===== config.mk =====
export PLATFORM = sky130hd
export DESIGN_NAME = ptq_qualifier
export DESIGN_NICKNAME = d
export VERILOG_FILES = /design/src/ptq_qualifier.v
export VERILOG_INCLUDE_DIRS = /design/src
export SDC_FILE = /design/constraint.sdc
export NUM_CORES = 1
export LEC_CHECK = 0
export BUFFER_PORTS_ARGS = -buffer_cell sky130_fd_sc_hd__buf_2
export CAP_MARGIN = 5
export CORE_ASPECT_RATIO = 0.75
export CORE_MARGIN = 5
export CORE_UTILIZATION = 60
export CTS_CLUSTER_DIAMETER = 200
export DETAILED_ROUTE_END_ITERATION = 12
export PLACE_DENSITY_LB_ADDON = 0.05
export SYNTH_ARGS = -nofsm -noshare
export SYNTH_HDL_FRONTEND = slang
export SYNTH_SLANG_ARGS = --single-unit

===== constraint.sdc =====
create_clock -name core_clk -period 7 [get_ports core_clk]
set_input_delay 0.35 -clock core_clk [delete_from_list [all_inputs] [get_ports core_clk]]
set_output_delay 0.35 -clock core_clk [all_outputs]
set_load 0.03 [all_outputs]

===== src/ptq_map.vh =====
// register map, field layout, codes and reset values of the pulse trigger qualifier
// assumes a 32-bit apb slave where each register takes one aligned word
`ifndef PTQ_MAP_VH
`define PTQ_MAP_VH

// register byte offsets
`define PTQ_OFF_CTRL 12'h000
`define PTQ_OFF_GLITCH 12'h004
`define PTQ_OFF_WLO 12'h008
`define PTQ_OFF_WHI 12'h00c
`define PTQ_OFF_SLEW 12'h010
`define PTQ_OFF_TOUT 12'h014
`define PTQ_OFF_RUNTW 12'h018
`define PTQ_OFF_STAT 12'h01c

// control register fields
`define PTQ_CLS_MSB 2
`define PTQ_CLS_LSB 0
`define PTQ_POL_MSB 5
`define PTQ_POL_LSB 4
`define PTQ_OPT_BIT 8
`define PTQ_SRC_MSB 13
`define PTQ_SRC_LSB 12
`define PTQ_CTRL_W 14

// status register fields
`define PTQ_ST_LVL_BIT 16
`define PTQ_ST_LO_BIT 17
`define PTQ_ST_HI_BIT 18
`define PTQ_ST_SEQ_MSB 21
`define PTQ_ST_SEQ_LSB 20

// pulse classes
`define PTQ_CLS_GLITCH 3'h0
`define PTQ_CLS_RUNT 3'h1
`define PTQ_CLS_WIDTH 3'h2
`define PTQ_CLS_SLEW 3'h3
`define PTQ_CLS_TOUT 3'h4

// polarity / timeout side
`define PTQ_POL_POS 2'h0
`define PTQ_POL_NEG 2'h1
`define PTQ_POL_EITHER 2'h2

// reset values
`define PTQ_RST_CTRL 14'h0000
`define PTQ_RST_LIMIT 16'h0010
`define PTQ_RST_WHI 16'h0020

`endif


===== src/ptq_qualifier.v =====
// pulse trigger qualifier: glitch, runt, width, slew and timeout classes on one source
// assumes comparator inputs already synchronous to core_clk, apb master on the same clock
//
// The APB slave port and the register addresses are this design's own decisions.
`include "ptq_map.vh"

// Operation
// - glitch positive: short high pulse fires
// - glitch negative: short low pulse fires
// - glitch either: short pulse of any polarity
// - reject option fires on wider pulses only
// - positive runt: lower crossed, upper never
// - negative runt: upper crossed, lower never
// - either runt: whichever threshold crossed first
// - runt fires on recrossing first threshold
// - runt fires always or only if wider
// - width inside limits, or outside if chosen
// - width polarity picks high or low pulse
// - positive slew: lower to upper timed
// - negative slew: upper to lower timed
// - either slew: any edge both thresholds
// - slew fires faster or slower than limit
// - timeout high: stays above level too long
// - timeout low: stays below level too long
// - timeout either: stays on one side
// - five classes, one active at once
// - one source select for every class
module ptq_qualifier #(
	parameter NCH = 4,
	parameter CW = 16
) (
	// clock and reset
	input wire core_clk,
	input wire rst,
	// apb slave
	input wire psel,
	input wire penable,
	input wire pwrite,
	input wire [11:0] paddr,
	input wire [31:0] pwdata,
	output reg [31:0] prdata,
	output reg pready,
	output reg pslverr,
	// comparator outputs, one bit per channel
	input wire [NCH-1:0] cmp_level,
	input wire [NCH-1:0] cmp_lower,
	input wire [NCH-1:0] cmp_upper,
	// qualified trigger
	output reg trig_pulse
);

	// crossing sequence states shared by runt and slew
	localparam SEQ_IDLE = 2'h0;
	localparam SEQ_UP = 2'h1;
	localparam SEQ_DN = 2'h2;
	localparam [CW-1:0] CNT_MAX = {CW{1'b1}};

	// saturating increment, shared by both counters
	// saturation keeps a very long pulse from looking short after a wrap
	function [CW-1:0] sat_inc;
		input [CW-1:0] v;
		begin
			sat_inc = (v == CNT_MAX) ? v : v + {{(CW-1){1'b0}}, 1'b1};
		end
	endfunction

	// address decode, used for writes and the error answer; the read mux decodes paddr itself
	function is_mapped;
		input [11:0] a;
		begin
			case (a)
				`PTQ_OFF_CTRL, `PTQ_OFF_GLITCH, `PTQ_OFF_WLO, `PTQ_OFF_WHI,
				`PTQ_OFF_SLEW, `PTQ_OFF_TOUT, `PTQ_OFF_RUNTW, `PTQ_OFF_STAT: is_mapped = 1'b1;
				default: is_mapped = 1'b0;
			endcase
		end
	endfunction

	// configuration
	reg [`PTQ_CTRL_W-1:0] ctrl_q;
	reg [CW-1:0] glitch_q;
	reg [CW-1:0] wlo_q;
	reg [CW-1:0] whi_q;
	reg [CW-1:0] slew_q;
	reg [CW-1:0] tout_q;
	reg [CW-1:0] runtw_q;
	reg [15:0] count_q;
	reg clr_q;

	wire [2:0] cls = ctrl_q[`PTQ_CLS_MSB:`PTQ_CLS_LSB];
	wire [1:0] pol = ctrl_q[`PTQ_POL_MSB:`PTQ_POL_LSB];
	wire opt = ctrl_q[`PTQ_OPT_BIT];
	wire [`PTQ_SRC_MSB-`PTQ_SRC_LSB:0] src = ctrl_q[`PTQ_SRC_MSB:`PTQ_SRC_LSB];
	// polarity 3 behaves as either
	wire pol_up = (pol != `PTQ_POL_NEG);
	wire pol_dn = (pol != `PTQ_POL_POS);

	// sampled source and previous samples
	reg s_lvl_q, s_lo_q, s_hi_q;
	reg p_lvl_q, p_lo_q, p_hi_q;
	reg [CW-1:0] cnt_q;
	reg have_q;
	reg tdone_q;
	reg [1:0] seq_q;
	reg [CW-1:0] scnt_q;

	// apb access phase commits on the edge where pready is seen high
	wire acc = psel & penable & pready;
	wire wr_ok = acc & pwrite & is_mapped(paddr);

	// apb: one wait state, answer registered
	// the wait state keeps the read mux off the request path
	always @(posedge core_clk or posedge rst) begin
		if (rst) begin
			pready <= 1'b0;
			pslverr <= 1'b0;
			prdata <= 32'h0000_0000;
		end else if (psel & penable & ~pready) begin
			pready <= 1'b1;
			pslverr <= ~is_mapped(paddr);
			prdata <= 32'h0000_0000;
			if (~pwrite) begin
				case (paddr)
					`PTQ_OFF_CTRL: prdata <= {{(32-`PTQ_CTRL_W){1'b0}}, ctrl_q};
					`PTQ_OFF_GLITCH: prdata <= {{(32-CW){1'b0}}, glitch_q};
					`PTQ_OFF_WLO: prdata <= {{(32-CW){1'b0}}, wlo_q};
					`PTQ_OFF_WHI: prdata <= {{(32-CW){1'b0}}, whi_q};
					`PTQ_OFF_SLEW: prdata <= {{(32-CW){1'b0}}, slew_q};
					`PTQ_OFF_TOUT: prdata <= {{(32-CW){1'b0}}, tout_q};
					`PTQ_OFF_RUNTW: prdata <= {{(32-CW){1'b0}}, runtw_q};
					`PTQ_OFF_STAT: begin
						prdata <= 32'h0000_0000;
						prdata[15:0] <= count_q;
						prdata[`PTQ_ST_LVL_BIT] <= s_lvl_q;
						prdata[`PTQ_ST_LO_BIT] <= s_lo_q;
						prdata[`PTQ_ST_HI_BIT] <= s_hi_q;
						prdata[`PTQ_ST_SEQ_MSB:`PTQ_ST_SEQ_LSB] <= seq_q;
					end
					default: prdata <= 32'h0000_0000;
				endcase
			end
		end else begin
			// answer lasts one cycle, so a held request is not answered twice
			pready <= 1'b0;
			pslverr <= 1'b0;
		end
	end

	// configuration writes; any of them restarts the measurements next cycle
	always @(posedge core_clk or posedge rst) begin
		if (rst) begin
			ctrl_q <= `PTQ_RST_CTRL;
			glitch_q <= `PTQ_RST_LIMIT;
			wlo_q <= `PTQ_RST_LIMIT;
			whi_q <= `PTQ_RST_WHI;
			slew_q <= `PTQ_RST_LIMIT;
			tout_q <= `PTQ_RST_LIMIT;
			runtw_q <= `PTQ_RST_LIMIT;
			clr_q <= 1'b1;
		end else begin
			// status writes are dropped and do not restart detection
			clr_q <= wr_ok & (paddr != `PTQ_OFF_STAT);
			if (wr_ok) begin
				case (paddr)
					`PTQ_OFF_CTRL: ctrl_q <= pwdata[`PTQ_CTRL_W-1:0];
					`PTQ_OFF_GLITCH: glitch_q <= pwdata[CW-1:0];
					`PTQ_OFF_WLO: wlo_q <= pwdata[CW-1:0];
					`PTQ_OFF_WHI: whi_q <= pwdata[CW-1:0];
					`PTQ_OFF_SLEW: slew_q <= pwdata[CW-1:0];
					`PTQ_OFF_TOUT: tout_q <= pwdata[CW-1:0];
					`PTQ_OFF_RUNTW: runtw_q <= pwdata[CW-1:0];
					default: ctrl_q <= ctrl_q;
				endcase
			end
		end
	end

	// source sample: one channel feeds every class
	always @(posedge core_clk or posedge rst) begin
		if (rst) begin
			s_lvl_q <= 1'b0;
			s_lo_q <= 1'b0;
			s_hi_q <= 1'b0;
			p_lvl_q <= 1'b0;
			p_lo_q <= 1'b0;
			p_hi_q <= 1'b0;
		end else begin
			s_lvl_q <= cmp_level[src];
			s_lo_q <= cmp_lower[src];
			s_hi_q <= cmp_upper[src];
			p_lvl_q <= s_lvl_q;
			p_lo_q <= s_lo_q;
			p_hi_q <= s_hi_q;
		end
	end

	// edges of the sampled source, one cycle after the comparator moved
	wire lvl_chg = s_lvl_q ^ p_lvl_q;
	wire lvl_rise = s_lvl_q & ~p_lvl_q;
	wire lvl_fall = ~s_lvl_q & p_lvl_q;
	wire lo_rise = s_lo_q & ~p_lo_q;
	wire lo_fall = ~s_lo_q & p_lo_q;
	wire hi_rise = s_hi_q & ~p_hi_q;
	wire hi_fall = ~s_hi_q & p_hi_q;

	// timeout: fires once per stretch, when it passes the limit
	wire to_side = s_lvl_q ? pol_up : pol_dn;
	// the top count never fires, so a saturated count cannot retrigger
	wire to_hit = ~lvl_chg & ~tdone_q & to_side & (cnt_q == tout_q) & (cnt_q != CNT_MAX);

	// level pulse duration, held cycles of the level that just ended
	always @(posedge core_clk or posedge rst) begin
		if (rst) begin
			cnt_q <= {CW{1'b0}};
			have_q <= 1'b0;
			tdone_q <= 1'b0;
		end else if (clr_q) begin
			cnt_q <= {CW{1'b0}};
			have_q <= 1'b0;
			tdone_q <= 1'b0;
		end else if (lvl_chg) begin
			cnt_q <= {{(CW-1){1'b0}}, 1'b1};
			have_q <= 1'b1;
			tdone_q <= 1'b0;
		end else begin
			cnt_q <= sat_inc(cnt_q);
			if (to_hit)
				tdone_q <= 1'b1;
		end
	end

	// glitch: the pulse that ends decides polarity; a partial first pulse is ignored
	wire end_pos = lvl_fall & have_q;
	wire end_neg = lvl_rise & have_q;
	wire g_pol = (end_pos & pol_up) | (end_neg & pol_dn);
	// reject turns the narrower test into a wider one
	wire g_wid = opt ? (cnt_q > glitch_q) : (cnt_q < glitch_q);
	wire g_fire = g_pol & g_wid;

	// width: positive polarity measures high pulses, negative low pulses
	wire w_pol = (pol == `PTQ_POL_NEG) ? end_neg : end_pos;
	wire w_in = (cnt_q >= wlo_q) & (cnt_q <= whi_q);
	wire w_fire = w_pol & (opt ? ~w_in : w_in);

	// runt and slew share one crossing sequence; class picks complete or abort
	reg [1:0] seq_d;
	reg [CW-1:0] scnt_d;
	reg seq_fire;
	wire seq_cls = (cls == `PTQ_CLS_RUNT) | (cls == `PTQ_CLS_SLEW);
	wire is_runt = (cls == `PTQ_CLS_RUNT);
	wire runt_ok = ~opt | (scnt_q > runtw_q);
	wire slew_ok = opt ? (scnt_q > slew_q) : (scnt_q < slew_q);

	always @* begin
		seq_d = seq_q;
		scnt_d = sat_inc(scnt_q);
		seq_fire = 1'b0;
		case (seq_q)
			SEQ_IDLE: begin
				scnt_d = {{(CW-1){1'b0}}, 1'b1};
				if (seq_cls & lo_rise & ~s_hi_q & pol_up)
					seq_d = SEQ_UP;
				else if (seq_cls & hi_fall & s_lo_q & pol_dn)
					seq_d = SEQ_DN;
			end
			SEQ_UP: begin
				if (is_runt) begin
					if (hi_rise)
						seq_d = SEQ_IDLE;
					else if (lo_fall) begin
						seq_d = SEQ_IDLE;
						seq_fire = runt_ok;
					end
				end else begin
					if (hi_rise) begin
						seq_d = SEQ_IDLE;
						seq_fire = slew_ok;
					end else if (lo_fall)
						seq_d = SEQ_IDLE;
				end
			end
			SEQ_DN: begin
				if (is_runt) begin
					if (lo_fall)
						seq_d = SEQ_IDLE;
					else if (hi_rise) begin
						seq_d = SEQ_IDLE;
						seq_fire = runt_ok;
					end
				end else begin
					if (lo_fall) begin
						seq_d = SEQ_IDLE;
						seq_fire = slew_ok;
					end else if (hi_rise)
						seq_d = SEQ_IDLE;
				end
			end
			default: seq_d = SEQ_IDLE;
		endcase
	end

	// sequence state; a config write drops any armed crossing
	always @(posedge core_clk or posedge rst) begin
		if (rst) begin
			seq_q <= SEQ_IDLE;
			scnt_q <= {CW{1'b0}};
		end else if (clr_q | ~seq_cls) begin
			seq_q <= SEQ_IDLE;
			scnt_q <= {CW{1'b0}};
		end else begin
			seq_q <= seq_d;
			scnt_q <= scnt_d;
		end
	end

	// class select: at most one detector reaches the trigger, none for class codes 5 to 7
	reg fire;
	always @* begin
		case (cls)
			`PTQ_CLS_GLITCH: fire = g_fire;
			`PTQ_CLS_RUNT: fire = seq_fire;
			`PTQ_CLS_WIDTH: fire = w_fire;
			`PTQ_CLS_SLEW: fire = seq_fire;
			`PTQ_CLS_TOUT: fire = to_hit;
			default: fire = 1'b0;
		endcase
	end

	// registered one-cycle trigger, plus a wrapping event count for software
	always @(posedge core_clk or posedge rst) begin
		if (rst) begin
			trig_pulse <= 1'b0;
			count_q <= 16'h0000;
		end else begin
			trig_pulse <= fire & ~clr_q;
			if (fire & ~clr_q)
				count_q <= count_q + 16'h0001;
		end
	end

endmodule // ptq_qualifier


; ---- After elaboration in Yosys (flattened, before gate mapping)
; Memories as Yosys holds them, arrays and structs flattened.
; Index checks and enable logic that the tools add are counted.
[word_totals]
reg_bits = 204
rom_bits = 64
inputBits = 61
output_inout_bits = 35
elab_cells = 174
memories = 2
[mem_list]
columns = memory, depth, word_bits, read_ports, rd_clocked_by_memory_dff, write_ports, line_no
row1 = (name not given), 32, 1, 1, 0, 0, ptq_qualifier.v:71  ; case (a)
row2 = (name not given), 32, 1, 1, 0, 0, ptq_qualifier.v:71
[classes]
add_sub_neg = 3
n_lt_le_gt_ge = 8
n_eq_ne = 25
muxes = 47
n_bitwise = 49
reduce_logical = 16
[op_table]
columns = cell, count
row1 = one-hot mux 22 bit (8 select lines), 1
row2 = 2-to-1 mux 16 bit, 6
row3 = "adder 16 x 1 -> 16 bit, second input constant", 3
row4 = "equality test 12 x 5 -> 1 bit, second input constant", 4
row5 = greater-than comparator 16 bit, 3
row6 = "equality test 16 bit, second input constant", 2
row7 = < comparator 16 bit, 2
row8 = bitwise AND 1 bit, 30
row9 = 2-to-1 mux 1 bit, 26
row10 = "equality test 12 x 4 -> 1 bit, second input constant", 2
row11 = 2-to-1 mux 22 bit, 1
row12 = equality test 16 bit, 1
row13 = greater-or-equal comparator 16 bit, 1
row14 = less-or-equal comparator 16 bit, 1
row15 = "inequality test 16 bit, second input constant", 1
row16 = 2-to-1 mux 2 bit, 7
row17 = NOT 1 bit, 14
row18 = AND reduction 2 bit, 7
row19 = "equality test 12 x 3 -> 1 bit, second input constant", 1
row20 = logical NOT 12 bit, 1
row21 = "inequality test 12 x 5 -> 1 bit, second input constant", 1
row22 = "inequality test 4 bit, second input constant", 3
row23 = logical NOT 7 bit, 1
row24 = binary-select mux 1 bit (select 2 bit), 3
row25 = other kinds (20), 26

; ---- Longest topological paths before layout
[logic_depth]
word_depth = 9
ltp_mapped = 12
ltp_nobuf = 10

; ---- Least setup slack after synthesis
; No wires, ideal clock.
[synth_timing]
path_kind = register to register
start = register s_lvl_q
end = register count_q[1]
setup_time_ns = 0.128
arrival_ns = 2.648
required_ns = 6.872
setup_slack_ns = 4.224
path_stages_with_launch = 11
path_buffers = 1
synth_period_minus_slack_ns = 2.776
path_cell_list = dfrtp_1 > inv_1 > ha_1 > o2111ai_1 > or4_1 > or4_1 > o21a_1 > and4_4 > buf_6 > a21oi_2 > mux2_1
[synth_between]
elab_chain_cells = 8
elab_cells_between_ends = 20
classes_between = mux (3) / bitwise (17)
[synth_rtl]
columns = element, line_no
row1 = "start, declared", ptq_qualifier.v:99  ; reg s_lvl_q, s_lo_q, s_hi_q;
row2 = "start signal, assigned", ptq_qualifier.v:188  ; s_lvl_q <= cmp_level[src];
row3 = XOR 1 bit / NOT 1 bit (equally long branches), "ptq_qualifier.v:198, ptq_qualifier.v:200"
row4 = NOT 1 bit / bitwise AND 1 bit (equally long branches), "ptq_qualifier.v:209, ptq_qualifier.v:200"
row5 = "bitwise AND 1 bit, on equally long branches", "ptq_qualifier.v:209, ptq_qualifier.v:233"
row6 = "bitwise AND 1 bit, on equally long branches", "ptq_qualifier.v:209, ptq_qualifier.v:235"
row7 = bitwise AND 1 bit / bitwise OR 1 bit (equally long branches), "ptq_qualifier.v:209, ptq_qualifier.v:235"
row8 = "bitwise AND 1 bit, on equally long branches", "ptq_qualifier.v:209, ptq_qualifier.v:238"
row9 = one-hot mux 1 bit (4 select lines) (*), ptq_qualifier.v:319  ; case (cls)
row10 = bitwise AND 1 bit (*), ptq_qualifier.v:336  ; if (fire & ~clr_q)
row11 = "end signal, assigned", ptq_qualifier.v:337  ; count_q <= count_q + 16'h0001;
row12 = "end, declared", ptq_qualifier.v:87  ; reg [15:0] count_q;
; Every way passes the cells marked *; elsewhere a longest branch is shown, timed or not.
; A chain may end at the register's enable or synchronous reset.

; ---- Worst setup path in the final report
[layout_timing]
start = register cnt_q[9]
end = register count_q[1]
[layout_between]
elab_chain_cells = 7
elab_cells_between_ends = 16
classes_between = order compare (4) / eq/ne (2) / mux (3) / bitwise (7)
[layout_rtl]
columns = element, line_no
row1 = "start, declared", ptq_qualifier.v:101  ; reg [CW-1:0] cnt_q;
row2 = "start signal, assigned", ptq_qualifier.v:214  ; cnt_q <= {CW{1'b0}};
row3 = "start signal, assigned", ptq_qualifier.v:218  ; cnt_q <= {CW{1'b0}};
row4 = "start signal, assigned", ptq_qualifier.v:222  ; cnt_q <= {{(CW-1){1'b0}}, 1'b1};
row5 = greater-or-equal comparator 16 bit / less-or-equal comparator 16 bit (equally long branches), ptq_qualifier.v:242  ; wire w_in = (cnt_q >= wlo_q) & (cnt_q <= whi_q);
row6 = bitwise AND 1 bit, ptq_qualifier.v:242
row7 = NOT 1 bit, ptq_qualifier.v:243  ; wire w_fire = w_pol & (opt ? ~w_in : w_in);
row8 = 2-to-1 mux 1 bit, ptq_qualifier.v:243
row9 = bitwise AND 1 bit, ptq_qualifier.v:243
row10 = one-hot mux 1 bit (4 select lines) (*), ptq_qualifier.v:319
row11 = bitwise AND 1 bit (*), ptq_qualifier.v:336
; Marks and branches as above.

==> metrics.yaml <==
clkSlewWorstSetupHoldPaths_ns: 0.08
crit_type: "reg2reg"
top_layer: "met4"
multiInputGateArea_um2: 5570
cp_max_fo: 15
yosysTopAreaCellShare_pct: 42.6
cts.sinks: 193
yosysWarnings: 0
dr.first_iter.drc_count: 847
synth_edf_count: 0
ys_ff_latch: 193
grt-ovfl-total: 0
coreArea_um2: 17800
die_area_um2: 21000
ctsHoldBuffers: 0
cts_tree: "built"
post_drt_wl_per_cell_um: 20.2
seqCellArea_um2: 4840
cts_root_buf: "clkbuf_16"
worstSetupStartpointType: "flip-flop"
drtAntennaViolNets: 0
grt_use_total_pct: 28.2
num_vias: 8951
hpwl_um: 22000
hold_violations: 0
nNetsFinal: 1353
gp_congestion: 0.922
h-tree-depth: 4
first_global_vias: 8598
grt_pass1_wl_um: 46700
syn-cell-area_um2: 10900
placed_cells: 1427
synth.yosys.seq_area_share_pct: 44.3
netlist_top_cells_count: "dfrtp_1 (186), nand2_1 (138), o21ai_0 (113), inv_1 (96), ha_1 (88)"
cts_setup_buffers: 0
route.detailed.drc: 0
min_period_over_period_pct: 45.6
grt_max_degree: 118
die_h_um: 127
cts_buffers: 17
worst_pin_slew_ns: 1.19
power.density_nw_per_um2: 182
port_buffers: 68
max-cap-violations: 0
clk_path_buf_depth: 2
routed_wl_um: 29500
fill_cells: 1467
setup_viol: 0
min_period_ns: 3.19
synthToLayoutAreaGrowth_pct: 10.9
ys.flop_type: "dfrtp_1"
insertion_delay_ns: 0.44
skew_ns: 0.0114
post-route-util_pct: 68.2
required_ns: 7.33
netlist_top_cells_area: "dfrtp_1 (43%), ha_1 (10%), o21ai_0 (5.2%), nand2_1 (4.7%), mux2_2 (3.5%)"
antenna_found_initial: 0
vias_per_cell: 6.14
dr_wl_met3_um: 2670
synthDistinctLibCells: 63
wl_met1_um: 13800
n_antenna_cell: 0
syn_inst: 1143
ir_worst_vdd_mv: 0.169
synth_area_per_cell_um2: 9.56
fin_tns_setup_ns: 0
cp_data_arrival_time_ns: 3.52
cellLeakagePower_nw: 5.95
dieWidth_um: 166
synth.most_common_cell: "dfrtp_1"
total_power_w: 0.00220
relSlewSlack_pct: 20.5
rsz0062_at_grt: "false"
routed-wl-met2_um: 12500
fin_cells: 1459
initial_core_util_pct: 61.5
hold_class: "in2async"
post_cts_resized: 0
synth_top_area_cell: "dfrtp_1"
first_pass_iters: 5
cp-end-kind: "flip-flop"
drive_above_1_share_pct: 15.3
ios: 96
async_flop_share_pct: 100
finalMaxSlewViolations: 0
status: "finished clean"
fmax_ghz: 0.314
rows: 42
==> cell usage in the layout (no fill, tap or decap), types with 6 or more instances in the layout <==
cell	instances
a211oi_1	10
a211oi_2	8
a21oi_1	35
a221oi_1	16
a22oi_1	45
and2_1	6
and3_1	11
buf_2	68
buf_4	17
clkbuf_16	17
conb_1	11
dfrtp_1	186
dfstp_2	7
ha_1	88
inv_1	95
mux2_2	34
nand2_1	138
nand2b_1	9
nand3_1	49
nand4_1	24
nor2_1	56
nor2b_1	9
nor3_1	17
o21ai_0	113
or4_1	6
xnor2_1	25
xor2_1	27
==> critical path, stage by stage (launching register included) <==
cell and delay [ns]:
dfrtp_1 0.54, ha_1 0.32, a211o_1 0.28, o211ai_1 0.15, a31oi_1 0.16, a211oi_1 0.51, a31oi_1 0.18, and4_4 0.33
a21oi_2 0.24, mux2_1 0.34
==> cell type report <==
cell class / count / area share, %
Tap cell: 242 / 2.50
Sequential cell: 193 / 40.0
Clock buffer: 18 / 3.63
Multi-Input combinational cell: 811 / 46.0
Inverter: 96 / 3.04
Timing Repair Buffer: 85 / 3.86
Clock inverter: 14 / 1.03
==> cell families (layout without fill, tap and decap cells) <==
kind of cell | Yosys count | count (layout) | share of synthesized area [%]
muxes | 42 | 42 | 4.59
AOI/OAI and AO/OA | 259 | 259 | 15.3
other | 1 | 11 | 0.0343
xor gates and xnor gates | 52 | 52 | 4.17
adders and majority gates | 88 | 88 | 10.1
and+or+nand+nor | 359 | 359 | 15.8
buffers and inverters | 149 | 213 | 5.71
DFF | 193 | 193 | 44.3
==> report_power, final <==
| part | total, W | switching [W] | internal [W] |
|---|---|---|---|
| Clock | 0.000949 | 0.000472 | 0.000478 |
| Combinational | 0.000116 | 0.0000839 | 0.0000317 |
| Sequential | 0.00113 | 0.0000135 | 0.00112 |
| Total | 0.00220 | 0.000569 | 0.00163 |
==> sequential cells by signal, indices dropped and copies added (netlist names), 2 cells and up <==
signal	flops
scnt_q	16
ctrl_q	14
wlo_q	16
runtw_q	16
tout_q	16
whi_q	16
count_q	16
glitch_q	16
prdata	21
cnt_q	16
slew_q	16
seq_q	2
==> final timing paths <==
check | startpoint | to | slack [ns] | depth (start not counted)
max reg2reg | cnt_q[9]$_DFFE_PP0P_ | count_q[1]$_DFFE_PP0P_ | 3.81 | 9
max | cnt_q[9]$_DFFE_PP0P_ | count_q[1]$_DFFE_PP0P_ | 3.81 | 9
min in group core_clk | pwdata[3] | whi_q[3]$_DFFE_PP0P_ | 0.22 | 3
min | rst | count_q[6]$_DFFE_PP0P_ | 0.06 | 2
max in group asynchronous | rst | ctrl_q[9]$_DFFE_PP0P_ | 5.40 | 3
min reg2reg | prdata[16]$_DFFE_PP0P_ | prdata[16]$_DFFE_PP0P_ | 0.46 | 2
==> stage by stage <==
stage | hold WS, ns | setup slack, ns | instance area [um^2]
after CTS | 0.101 | 3.87 | 12100
after floorplan | 0.395 | 1.41 | 11000
after global routing | 0.119 | 3.75 | 12100
after global placement | 0.435 | 3.93 | 11500
after detailed placement | 0.434 | 3.88 | 11500
final | 0.0637 | 3.81 | 12100
==> layer usage <==
| layer | global-route usage [%] | vias to the layer above |
|---|---|---|
| li1 | - | 4165 |
| met1 | 41.2 | 4378 |
| met2 | 41.4 | 364 |
| met3 | 7.84 | 44 |
| met4 | 8.00 | 0 |
| met5 | 0 | - |
Power figures use the tool's default switching activity.
